File: src/tcv_pkg.sv
// package: register map, field layouts and carrier types for the channel value block
// How it works
// RL1: each channel's value pair holds the captured counter in capture mode, else the compare value.
// RL2: the value registers have no reset, so nothing may assume their contents after reset.
// RL3: in capture mode a high byte read blocks captures on that channel until its low byte is read.
// RL4: in compare mode a high byte write blocks matches and the flag until the low byte is written.
// RL5: the flag sets on an active capture edge, or when the counter equals the compare value.
// RL6: matches use only a complete sixteen-bit value, never a half-written one.
`default_nettype none
package tcv_pkg;
  localparam int          NUM_CH       = 6;
  localparam logic [7:0]  ADDR_CH0_H   = 8'h27;
  localparam logic [7:0]  ADDR_CH0_L   = 8'h28;
  localparam logic [7:0]  ADDR_CH1_H   = 8'h2A;
  localparam logic [7:0]  ADDR_CH1_L   = 8'h2B;
  localparam logic [7:0]  ADDR_CH2_H   = 8'h2D;
  localparam logic [7:0]  ADDR_CH2_L   = 8'h2E;
  localparam logic [7:0]  ADDR_CH3_H   = 8'h30;
  localparam logic [7:0]  ADDR_CH3_L   = 8'h31;
  localparam logic [7:0]  ADDR_CH4_H   = 8'h33;
  localparam logic [7:0]  ADDR_CH4_L   = 8'h34;
  localparam logic [7:0]  ADDR_CH5_H   = 8'h36;
  localparam logic [7:0]  ADDR_CH5_L   = 8'h37;
  localparam logic [7:0]  ADDR_IRQ_ST  = 8'h40;
  localparam logic [7:0]  ADDR_IRQ_CLR = 8'h41;
  localparam logic [7:0]  ADDR_IRQ_EN  = 8'h42;
  localparam logic [7:0]  ADDR_FLAGS   = 8'h43;
  localparam logic [7:0]  RD_UNMAPPED  = 8'h00;
  localparam logic [5:0]  FLAG_RESET   = 6'h00;

  typedef logic [7:0] tcv_byte_t;

  // per channel controls and events from the rest of the timer
  typedef struct packed {
    logic ms_b;
    logic ms_a;
    logic edge_evt;
  } tcv_chan_in_t;

  // per channel view of the value register
  typedef struct packed {
    logic [15:0] value;
    logic        cap_blocked;
    logic        cmp_blocked;
    logic        flag;
  } tcv_chan_out_t;

  typedef struct packed {
    logic       wr_high;
    logic       wr_low;
    logic       rd_high;
    logic       rd_low;
    logic       flag_clr;
    tcv_byte_t  wdata;
  } tcv_chan_acc_t;
endpackage : tcv_pkg
`default_nettype wire

File: src/tcv_value_mem.sv
// 16-bit value storage for one channel, no reset on the data
`default_nettype none
module tcv_value_mem (
  input  wire logic        clk,
  input  wire logic        we_high,
  input  wire logic        we_low,
  input  wire logic        we_word,
  input  wire logic [7:0]  wbyte,
  input  wire logic [15:0] wword,
  output var  logic [15:0] value
);
  // no reset here on purpose: contents undefined after reset  RL2
  always_ff @(posedge clk) begin
    if (we_word) begin
      value <= wword; // RL1
    end else begin
      if (we_high) begin
        value[15:8] <= wbyte;
      end
      if (we_low) begin
        value[7:0] <= wbyte;
      end
    end
  end
endmodule : tcv_value_mem
`default_nettype wire

File: src/tcv_channel.sv
// one channel: byte interlocks, capture, compare and flag
`default_nettype none
module tcv_channel (
  input  wire logic                   clk,
  input  wire logic                   arst_n,
  input  wire logic [15:0]            counter,
  input  wire tcv_pkg::tcv_chan_in_t  cin,
  input  wire tcv_pkg::tcv_chan_acc_t acc,
  output var  tcv_pkg::tcv_chan_out_t cout
);
  typedef struct packed {
    logic cap_blocked;
    logic cmp_blocked;
    logic flag;
  } tcv_chst_t;

  tcv_chst_t   st;
  tcv_chst_t   next_st;
  logic [15:0] value;
  logic        capture_mode;
  logic        do_capture;
  logic        match;

  assign capture_mode = ~cin.ms_b & ~cin.ms_a;
  assign do_capture   = capture_mode & cin.edge_evt & ~st.cap_blocked; // RL3
  // half-written compare word stays masked by cmp_blocked until the low byte lands  RL6
  assign match        = ~capture_mode & ~st.cmp_blocked & (counter == value); // RL4

  always_comb begin
    next_st = st;
    if (!capture_mode) begin
      next_st.cap_blocked = 1'b0;
    end else if (acc.rd_high) begin
      next_st.cap_blocked = 1'b1; // RL3
    end else if (acc.rd_low) begin
      next_st.cap_blocked = 1'b0; // RL3
    end
    if (capture_mode) begin
      next_st.cmp_blocked = 1'b0;
    end else if (acc.wr_high) begin
      next_st.cmp_blocked = 1'b1; // RL4
    end else if (acc.wr_low) begin
      next_st.cmp_blocked = 1'b0; // RL4
    end
    if (acc.flag_clr) begin
      next_st.flag = 1'b0;
    end
    if (do_capture || match) begin
      next_st.flag = 1'b1; // RL5
    end
  end

  always_ff @(posedge clk or negedge arst_n) begin
    if (!arst_n) begin
      st <= '0;
    end else begin
      st <= next_st;
    end
  end

  tcv_value_mem u_mem (
    .clk     (clk),
    .we_high (acc.wr_high & ~do_capture),
    .we_low  (acc.wr_low & ~do_capture),
    .we_word (do_capture),
    .wbyte   (acc.wdata),
    .wword   (counter),
    .value   (value)
  );

  assign cout.value       = value;
  assign cout.cap_blocked = st.cap_blocked;
  assign cout.cmp_blocked = st.cmp_blocked;
  assign cout.flag        = st.flag;

  a_blocked_no_cap: assert property (@(posedge clk) disable iff (!arst_n) // RL3
    st.cap_blocked && capture_mode && cin.edge_evt && !acc.wr_high && !acc.wr_low
      |=> value == $past(value)) else $error("capture while blocked");
  a_cmp_suppress: assert property (@(posedge clk) disable iff (!arst_n) // RL4
    st.cmp_blocked && !capture_mode && !st.flag
      |=> !st.flag) else $error("flag while compare blocked");
  a_match_flag: assert property (@(posedge clk) disable iff (!arst_n)
    match |=> st.flag) else $error("match did not set flag"); // RL5
  a_capture_loads: assert property (@(posedge clk) disable iff (!arst_n)
    do_capture |=> value == $past(counter)) else $error("capture value wrong"); // RL1
  a_rdhigh_blocks: assert property (@(posedge clk) disable iff (!arst_n) // RL3
    capture_mode && acc.rd_high |=> st.cap_blocked || !capture_mode)
    else $error("high read did not block");
  a_wrhigh_blocks: assert property (@(posedge clk) disable iff (!arst_n) // RL4
    !capture_mode && acc.wr_high |=> st.cmp_blocked || capture_mode)
    else $error("high write did not block");
  a_cap_flag: assert property (@(posedge clk) disable iff (!arst_n)
    do_capture |=> st.flag) else $error("capture did not set flag"); // RL5
endmodule : tcv_channel
`default_nettype wire

File: src/tcv_top.sv
// top: register port, six channels and interrupt logic
//
// The implementer's own choice: strobed register access.
`default_nettype none
module tcv_top (
  input  wire logic                    clk,
  input  wire logic                    arst_n,
  input  wire logic [7:0]              addr,
  input  wire logic [7:0]              wdata,
  input  wire logic                    wr,
  input  wire logic                    rd,
  output var  logic [7:0]              rdata,
  input  wire logic [15:0]             counter,
  input  wire logic [5:0]              ms_b,
  input  wire logic [5:0]              ms_a,
  input  wire logic [5:0]              edge_pin_evt,
  output var  logic [5:0]              channel_event_flag,
  output var  logic                    irq
);
  typedef struct packed {
    logic [7:0] rdata;
    logic [5:0] irq_st;
    logic [5:0] irq_en;
    logic [5:0] flag_q;
    logic       irq;
    logic [5:0] evt_s1;
    logic [5:0] evt_s2;
    logic [5:0] evt_s3;
  } tcv_top_t;

  localparam logic [7:0] HI_ADDR [tcv_pkg::NUM_CH] = '{tcv_pkg::ADDR_CH0_H,
    tcv_pkg::ADDR_CH1_H, tcv_pkg::ADDR_CH2_H, tcv_pkg::ADDR_CH3_H,
    tcv_pkg::ADDR_CH4_H, tcv_pkg::ADDR_CH5_H};
  localparam logic [7:0] LO_ADDR [tcv_pkg::NUM_CH] = '{tcv_pkg::ADDR_CH0_L,
    tcv_pkg::ADDR_CH1_L, tcv_pkg::ADDR_CH2_L, tcv_pkg::ADDR_CH3_L,
    tcv_pkg::ADDR_CH4_L, tcv_pkg::ADDR_CH5_L};

  tcv_top_t               s;
  tcv_top_t               next_s;
  tcv_pkg::tcv_chan_out_t cout [tcv_pkg::NUM_CH];
  logic [5:0]             flag_now;
  logic [5:0]             edge_evt;

  // edge events come from pins; the second and third stages feed the edge detector
  assign edge_evt = s.evt_s2 & ~s.evt_s3;

  for (genvar i = 0; i < tcv_pkg::NUM_CH; i++) begin : g_ch
    tcv_pkg::tcv_chan_in_t  cin;
    tcv_pkg::tcv_chan_acc_t acc;
    assign cin.ms_b     = ms_b[i];
    assign cin.ms_a     = ms_a[i];
    assign cin.edge_evt = edge_evt[i];
    assign acc.wr_high  = wr && (addr == HI_ADDR[i]);
    assign acc.wr_low   = wr && (addr == LO_ADDR[i]);
    assign acc.rd_high  = rd && (addr == HI_ADDR[i]);
    assign acc.rd_low   = rd && (addr == LO_ADDR[i]);
    assign acc.flag_clr = wr && (addr == tcv_pkg::ADDR_FLAGS) && wdata[i];
    assign acc.wdata    = wdata;
    assign flag_now[i]  = cout[i].flag;
    tcv_channel u_ch (
      .clk     (clk),
      .arst_n  (arst_n),
      .counter (counter),
      .cin     (cin),
      .acc     (acc),
      .cout    (cout[i])
    );
  end

  always_comb begin
    next_s        = s;
    next_s.evt_s1 = edge_pin_evt;
    next_s.evt_s2 = s.evt_s1;
    next_s.evt_s3 = s.evt_s2;
    next_s.flag_q = flag_now;
    next_s.rdata  = tcv_pkg::RD_UNMAPPED;
    if (rd) begin
      for (int i = 0; i < tcv_pkg::NUM_CH; i++) begin
        if (addr == HI_ADDR[i]) begin
          next_s.rdata = cout[i].value[15:8];
        end
        if (addr == LO_ADDR[i]) begin
          next_s.rdata = cout[i].value[7:0];
        end
      end
      case (addr)
        tcv_pkg::ADDR_IRQ_ST: next_s.rdata = {2'h0, s.irq_st};
        tcv_pkg::ADDR_IRQ_EN: next_s.rdata = {2'h0, s.irq_en};
        tcv_pkg::ADDR_FLAGS:  next_s.rdata = {2'h0, flag_now};
        default: ;
      endcase
    end
    if (wr && addr == tcv_pkg::ADDR_IRQ_EN) begin
      next_s.irq_en = wdata[5:0];
    end
    if (wr && addr == tcv_pkg::ADDR_IRQ_CLR) begin
      next_s.irq_st = s.irq_st & ~wdata[5:0];
    end
    // new flag rising wins over a clear in the same cycle
    next_s.irq_st = next_s.irq_st | (flag_now & ~s.flag_q);
    next_s.irq    = |(next_s.irq_st & next_s.irq_en);
  end

  always_ff @(posedge clk or negedge arst_n) begin
    if (!arst_n) begin
      s <= '0;
    end else begin
      s <= next_s;
    end
  end

  assign rdata              = s.rdata;
  assign channel_event_flag = s.flag_q;
  assign irq                = s.irq;
endmodule : tcv_top
`default_nettype wire

File: config.mk
export PLATFORM = sky130hd
export DESIGN_NAME = tcv_top
export DESIGN_NICKNAME = d
export VERILOG_FILES = /design/src/tcv_pkg.sv /design/src/tcv_value_mem.sv /design/src/tcv_channel.sv /design/src/tcv_top.sv
export SDC_FILE = /design/constraint.sdc
export NUM_CORES = 1
export LEC_CHECK = 0
export BUFFER_PORTS_ARGS = -buffer_cell sky130_fd_sc_hd__buf_4
export CAP_MARGIN = 20
export CORE_MARGIN = 2
export CORE_UTILIZATION = 51
export CTS_CLUSTER_SIZE = 40
export DETAILED_ROUTE_END_ITERATION = 10
export PLACE_DENSITY = 0.73
export SYNTH_ARGS = -nofsm -noshare
export SYNTH_HDL_FRONTEND = slang
export SYNTH_HIERARCHICAL = 1
export SYNTH_SLANG_ARGS = --single-unit
File: constraint.sdc
create_clock -name clk -period 4.9 [get_ports clk]
set_input_delay 0.49 -clock clk [delete_from_list [all_inputs] [get_ports clk]]
set_output_delay 0.49 -clock clk [all_outputs]
set_load 0.05 [all_outputs]
## Word level (Yosys, flattened, before mapping)

Cells that the tools add are included.
W data, S select, Z words.

| operators by class | value |
|---|---|
| equal/unequal tests | 28 |
| mux-type cells | 82 |
| bitwise operators | 86 |
| reduce and logical (&&, ||, !) cells | 64 |

Operator list:

| cell | count |
|---|---|
| $mux W8 | 25 |
| $eq A16 B16 Y1 | 6 |
| $eq A8 B6 Y1 const B | 12 |
| $mux W16 | 6 |
| $mux W1 | 48 |
| $and A1 B1 Y1 | 42 |
| $not A1 Y1 | 36 |
| $reduce_bool A2 Y1 | 18 |
| $logic_and A1 B1 Y1 | 33 |
| $eq A8 B7 Y1 const B | 4 |
| $and A6 B6 Y6 | 4 |
| $pmux W8 S3 | 1 |
| $ne A3 B3 Y1 const B | 6 |
| $not A6 Y6 | 3 |
| $reduce_bool A3 Y1 | 6 |
| $mux W6 | 2 |
| $logic_or A1 B1 Y1 | 6 |
| $or A6 B6 Y6 | 1 |
| $reduce_or A6 Y1 | 1 |

| word-level totals | value |
|---|---|
| bits in registers | 159 |
| input port bits | 54 |
| output and inout bits | 15 |
| word-level logic and storage cells | 298 |

## Longest topological paths before layout

| depth | value |
|---|---|
| depth in word-level cells | 15 |
| depth in mapped cells | 9 |
| gate-level depth less buffers | 7 |

## Cells and area by module

Netlist, hierarchy kept.

By module, submodules not included:

| module | times used | cells an instance | area an instance (um^2) | seq. area each (um^2) |
|---|---|---|---|---|
| tcv_value_mem | 6 | 36 | 734.5 | 480.5 |
| tcv_top | 1 | 395 | 3181.8 | 1126.1 |
| tcv_channel | 6 | 38 | 319.1 | 75.1 |

## Worst setup path before layout

Ideal clock, no wire load.

| timing path | value |
|---|---|
| kind | input to register |
| from | input port addr[0] |
| to | register g_ch[4].u_ch.u_mem.value[10], enable pin |
| setup time | 0.330 ns |
| arrival | 1.956 ns |
| required time | 4.570 ns |
| setup slack | 2.614 ns |
| stages | 7 |
| path buffers | 3 |
| cells stage by stage | clkbuf_1 clkbuf_1 clkbuf_1 nand3_1 nor2_1 nor2b_1 or2_1 |

RTL lines:

| element | line | source |
|---|---|---|
| start: declaration | tcv_top.sv:8 | `input wire logic [7:0] addr,` |
| end signal: assignment | tcv_value_mem.sv:15 | `value <= wword;` |
| end signal: assignment | tcv_value_mem.sv:18 | `value[15:8] <= wbyte;` |
| end: declaration | tcv_value_mem.sv:10 | `output var logic [15:0] value` |

==> metrics.yaml <==
outcome: "completed"
worst_slew_pin_slew_ns: 0.8888
fmaxAchievable_ghz: 0.3592
utilization: 0.5831
dominantRegCellSynth: "edfxtp_1"
start_kind: "primary input"
end_kind: "flip-flop"
cts_tree: "done"
drc: 0
dr.pass1.iters: 5
async_flop_share: 0.3962
ff2ff_setup_slack_ns: 3.06
crit_start: "addr[1]"
clk_path_buf_depth: 2
multi_input_area_um2: 4607
synthesis.area_um2: 9503
synth_cell_type_count: 66
finalWorstSetupSlack_ns: 2.116
clkLatencyLatePin_ns: 0.43
syn_inst: 839
vdd_ir_drop_max_mv: 0.1772
powerDensity_nw_per_um2: 304.4
drt_iter0_drc: 912
synth.avg_cell_area_um2: 11.33
syn_to_final_growth_pct: 11.36
cp_common_cell: "nor2_1"
critPathSlowestCell: "buf_4"
io-pin-count: 69
rsz0062_at_grt: "false"
nNetsFinal: 933
cts_root_buf: "clkbuf_16"
drive_gt1_frac: 0.2489
final_common_cell: "edfxtp_1"
dp_hpwl_mm: 21.01
die_h_um: 140.5
antenna_found_initial: 0
r2r_start: "next_s[0]"
overflow: 0
synth_seq_cells: 159
die_w_um: 140.5
crit_buf_inv: 2
grt_use_total: 0.3099
cts_sinks: 159
finalNonFillerCells: 1121
drv_cap: 0
pre_cts_ws_ns: 1.789
crit_path_max_incr_delay_ns: 0.49
initial_utilization: 0.5236
hold_viol_final: 0
setup_violations: 0
path_cells: "buf_4, inv_1, nor2_1, nand2_1, nor2_1, nor2b_1, or2_1"
dpl.cell_count: 1088
vias_per_cell: 6.420
synth.yosys.warnings: 6
post_cts.repair.setup_buffers: 0
fin_setup_tns_ns: 0
layout_common_cells: "96 x edfxtp_1, 78 x xor2_1, 75 x buf_4"
wl_per_cell_um: 27.00
ctsResizeCount: 0
vias: 7197
cts_hold_buf: 0
io_buffers: 68
period_share: 0.5682
syn_nets: 893
fin_worst_skew_ns: 0.008429
num_rows: 49
leakagePower_uw: 0.003972
htree_num_levels: 4
grt_pass1_wl_mm: 44.63
critical_path.top_delay_family: "simple AND/OR/NAND/NOR gates"
ant_nets: 0
core_um2: 18150
grt_max_degree: 64
hp-class: "primary input to asynchronous set/reset pin"
wirelength_mm: 30.26
worstPathArrival_ns: 2.87
synth-edff-count: 96
synth-seq-area-share: 0.4693
grt_pass1_vias: 7027
fin_crit_ns: 2.784
regArea_um2: 4459
clkSlewWorstSetupHoldPaths_ns: 0.06
required_ns: 4.98
gp_congestion: 1.024
slew_headroom: 0.4075
crit_fanout: 58
die-area_um2: 19740
fill_cells: 1509
crit_type: "primary input to flip-flop"
diodes: 0
slew_violations: 0
numCtsBuffers: 17
==> layout make-up <==
class                           count  area share
Multi-Input combinational cell    602      0.4353
Sequential cell                   159      0.4214
Inverter                           24    0.008513
Timing Repair Buffer               75     0.05320
Clock inverter                     13     0.01064
Clock buffer                       19     0.04386
Tap cell                          229     0.02708
==> power breakdown <==
| part | switching [uW] | internal [uW] | leakage (uW) |
|---|---|---|---|
| clock | 560 | 742 | 0.000288 |
| combinational | 258 | 165 | 0.00207 |
| sequential | 28.0 | 1470 | 0.00162 |
==> state kept, by name, summed over array words and instances, names as in the netlist <==
signal and cells:
irq 1, next_s 12, s 18, rdata 8
g_ch.u_ch/u_mem/value 96, channel_event_flag 6, g_ch.u_ch/cout 18
==> cells by family after synthesis <==
kind of cell,Yosys count,synth area share
buffers and inverters,78,0.05214
AOI/OAI and AO/OA,155,0.1038
DFF,159,0.4693
and+or+nand+nor,241,0.1369
muxes,110,0.1494
xor gates and xnor gates,96,0.08848
==> Yosys cell counts, types with 3 or more instances <==
cell,count,area share
a21oi_1,43,0.023
a22o_1,4,0.0037
a22oi_1,8,0.0063
a2bb2oi_1,4,0.0037
a31oi_1,10,0.0066
and2_1,7,0.0046
buf_12,6,0.013
buf_2,6,0.0032
buf_4,14,0.011
buf_6,6,0.0071
clkbuf_1,20,0.0079
dfrtp_1,63,0.17
edfxtp_1,96,0.30
inv_1,24,0.0095
mux2_1,6,0.0071
mux2_2,53,0.063
mux2_4,49,0.077
nand2_1,40,0.016
nand2b_1,5,0.0033
nand3_1,21,0.011
nand3b_1,3,0.0024
nand4_1,7,0.0046
nor2_1,69,0.027
nor2b_1,16,0.011
nor3_1,19,0.010
nor4_1,18,0.012
nor4b_2,6,0.0095
o211ai_1,6,0.0047
o21ai_0,18,0.0095
o21ai_1,12,0.0063
o22ai_1,19,0.013
o2bb2ai_1,5,0.0046
o311a_1,3,0.0032
o31ai_1,5,0.0040
or2_1,13,0.0086
xnor2_1,18,0.017
xor2_1,78,0.072
==> worst reg2reg max path, stage by stage (launching register included) <==
cell and delay (ns):
dfrtp_1 0.36, nor2b_1 0.19, nor4b_4 0.21, buf_4 0.34, or2_1 0.40
==> worst paths after layout <==
path	end	cells past startpoint
worst max register to register	g_ch[0].u_ch/u_mem/value[5]	4
worst max-delay path	g_ch[1].u_ch/u_mem/value[10]	7
max in group asynchronous	g_ch[4].u_ch/cout[1]	1
min in group clk	next_s[6]	1
worst min register to register	next_s[3]	0
worst min-delay path	next_s[6]	1
==> routing by layer <==
layer / track usage / wire, um
met4: 0.1111 / 1009
met5: 0 / 0
met1: 0.4295 / 12670
met2: 0.4768 / 13450
met3: 0.07658 / 3133
==> metrics by stage <==
step | instance area, um2 | hold slack [ns] | total power (uW)
final | 10580 | 0.1482 | 3221
after global placement | 9998 | 0.3330 | 1928
after global routing | 10580 | 0.1521 | 3306
after floorplan | 9503 | 0.1944 | 1759
after CTS | 10580 | 0.1581 | 3220
after detailed placement | 9998 | 0.3387 | 1936
(Power assumes the default switching activity.)
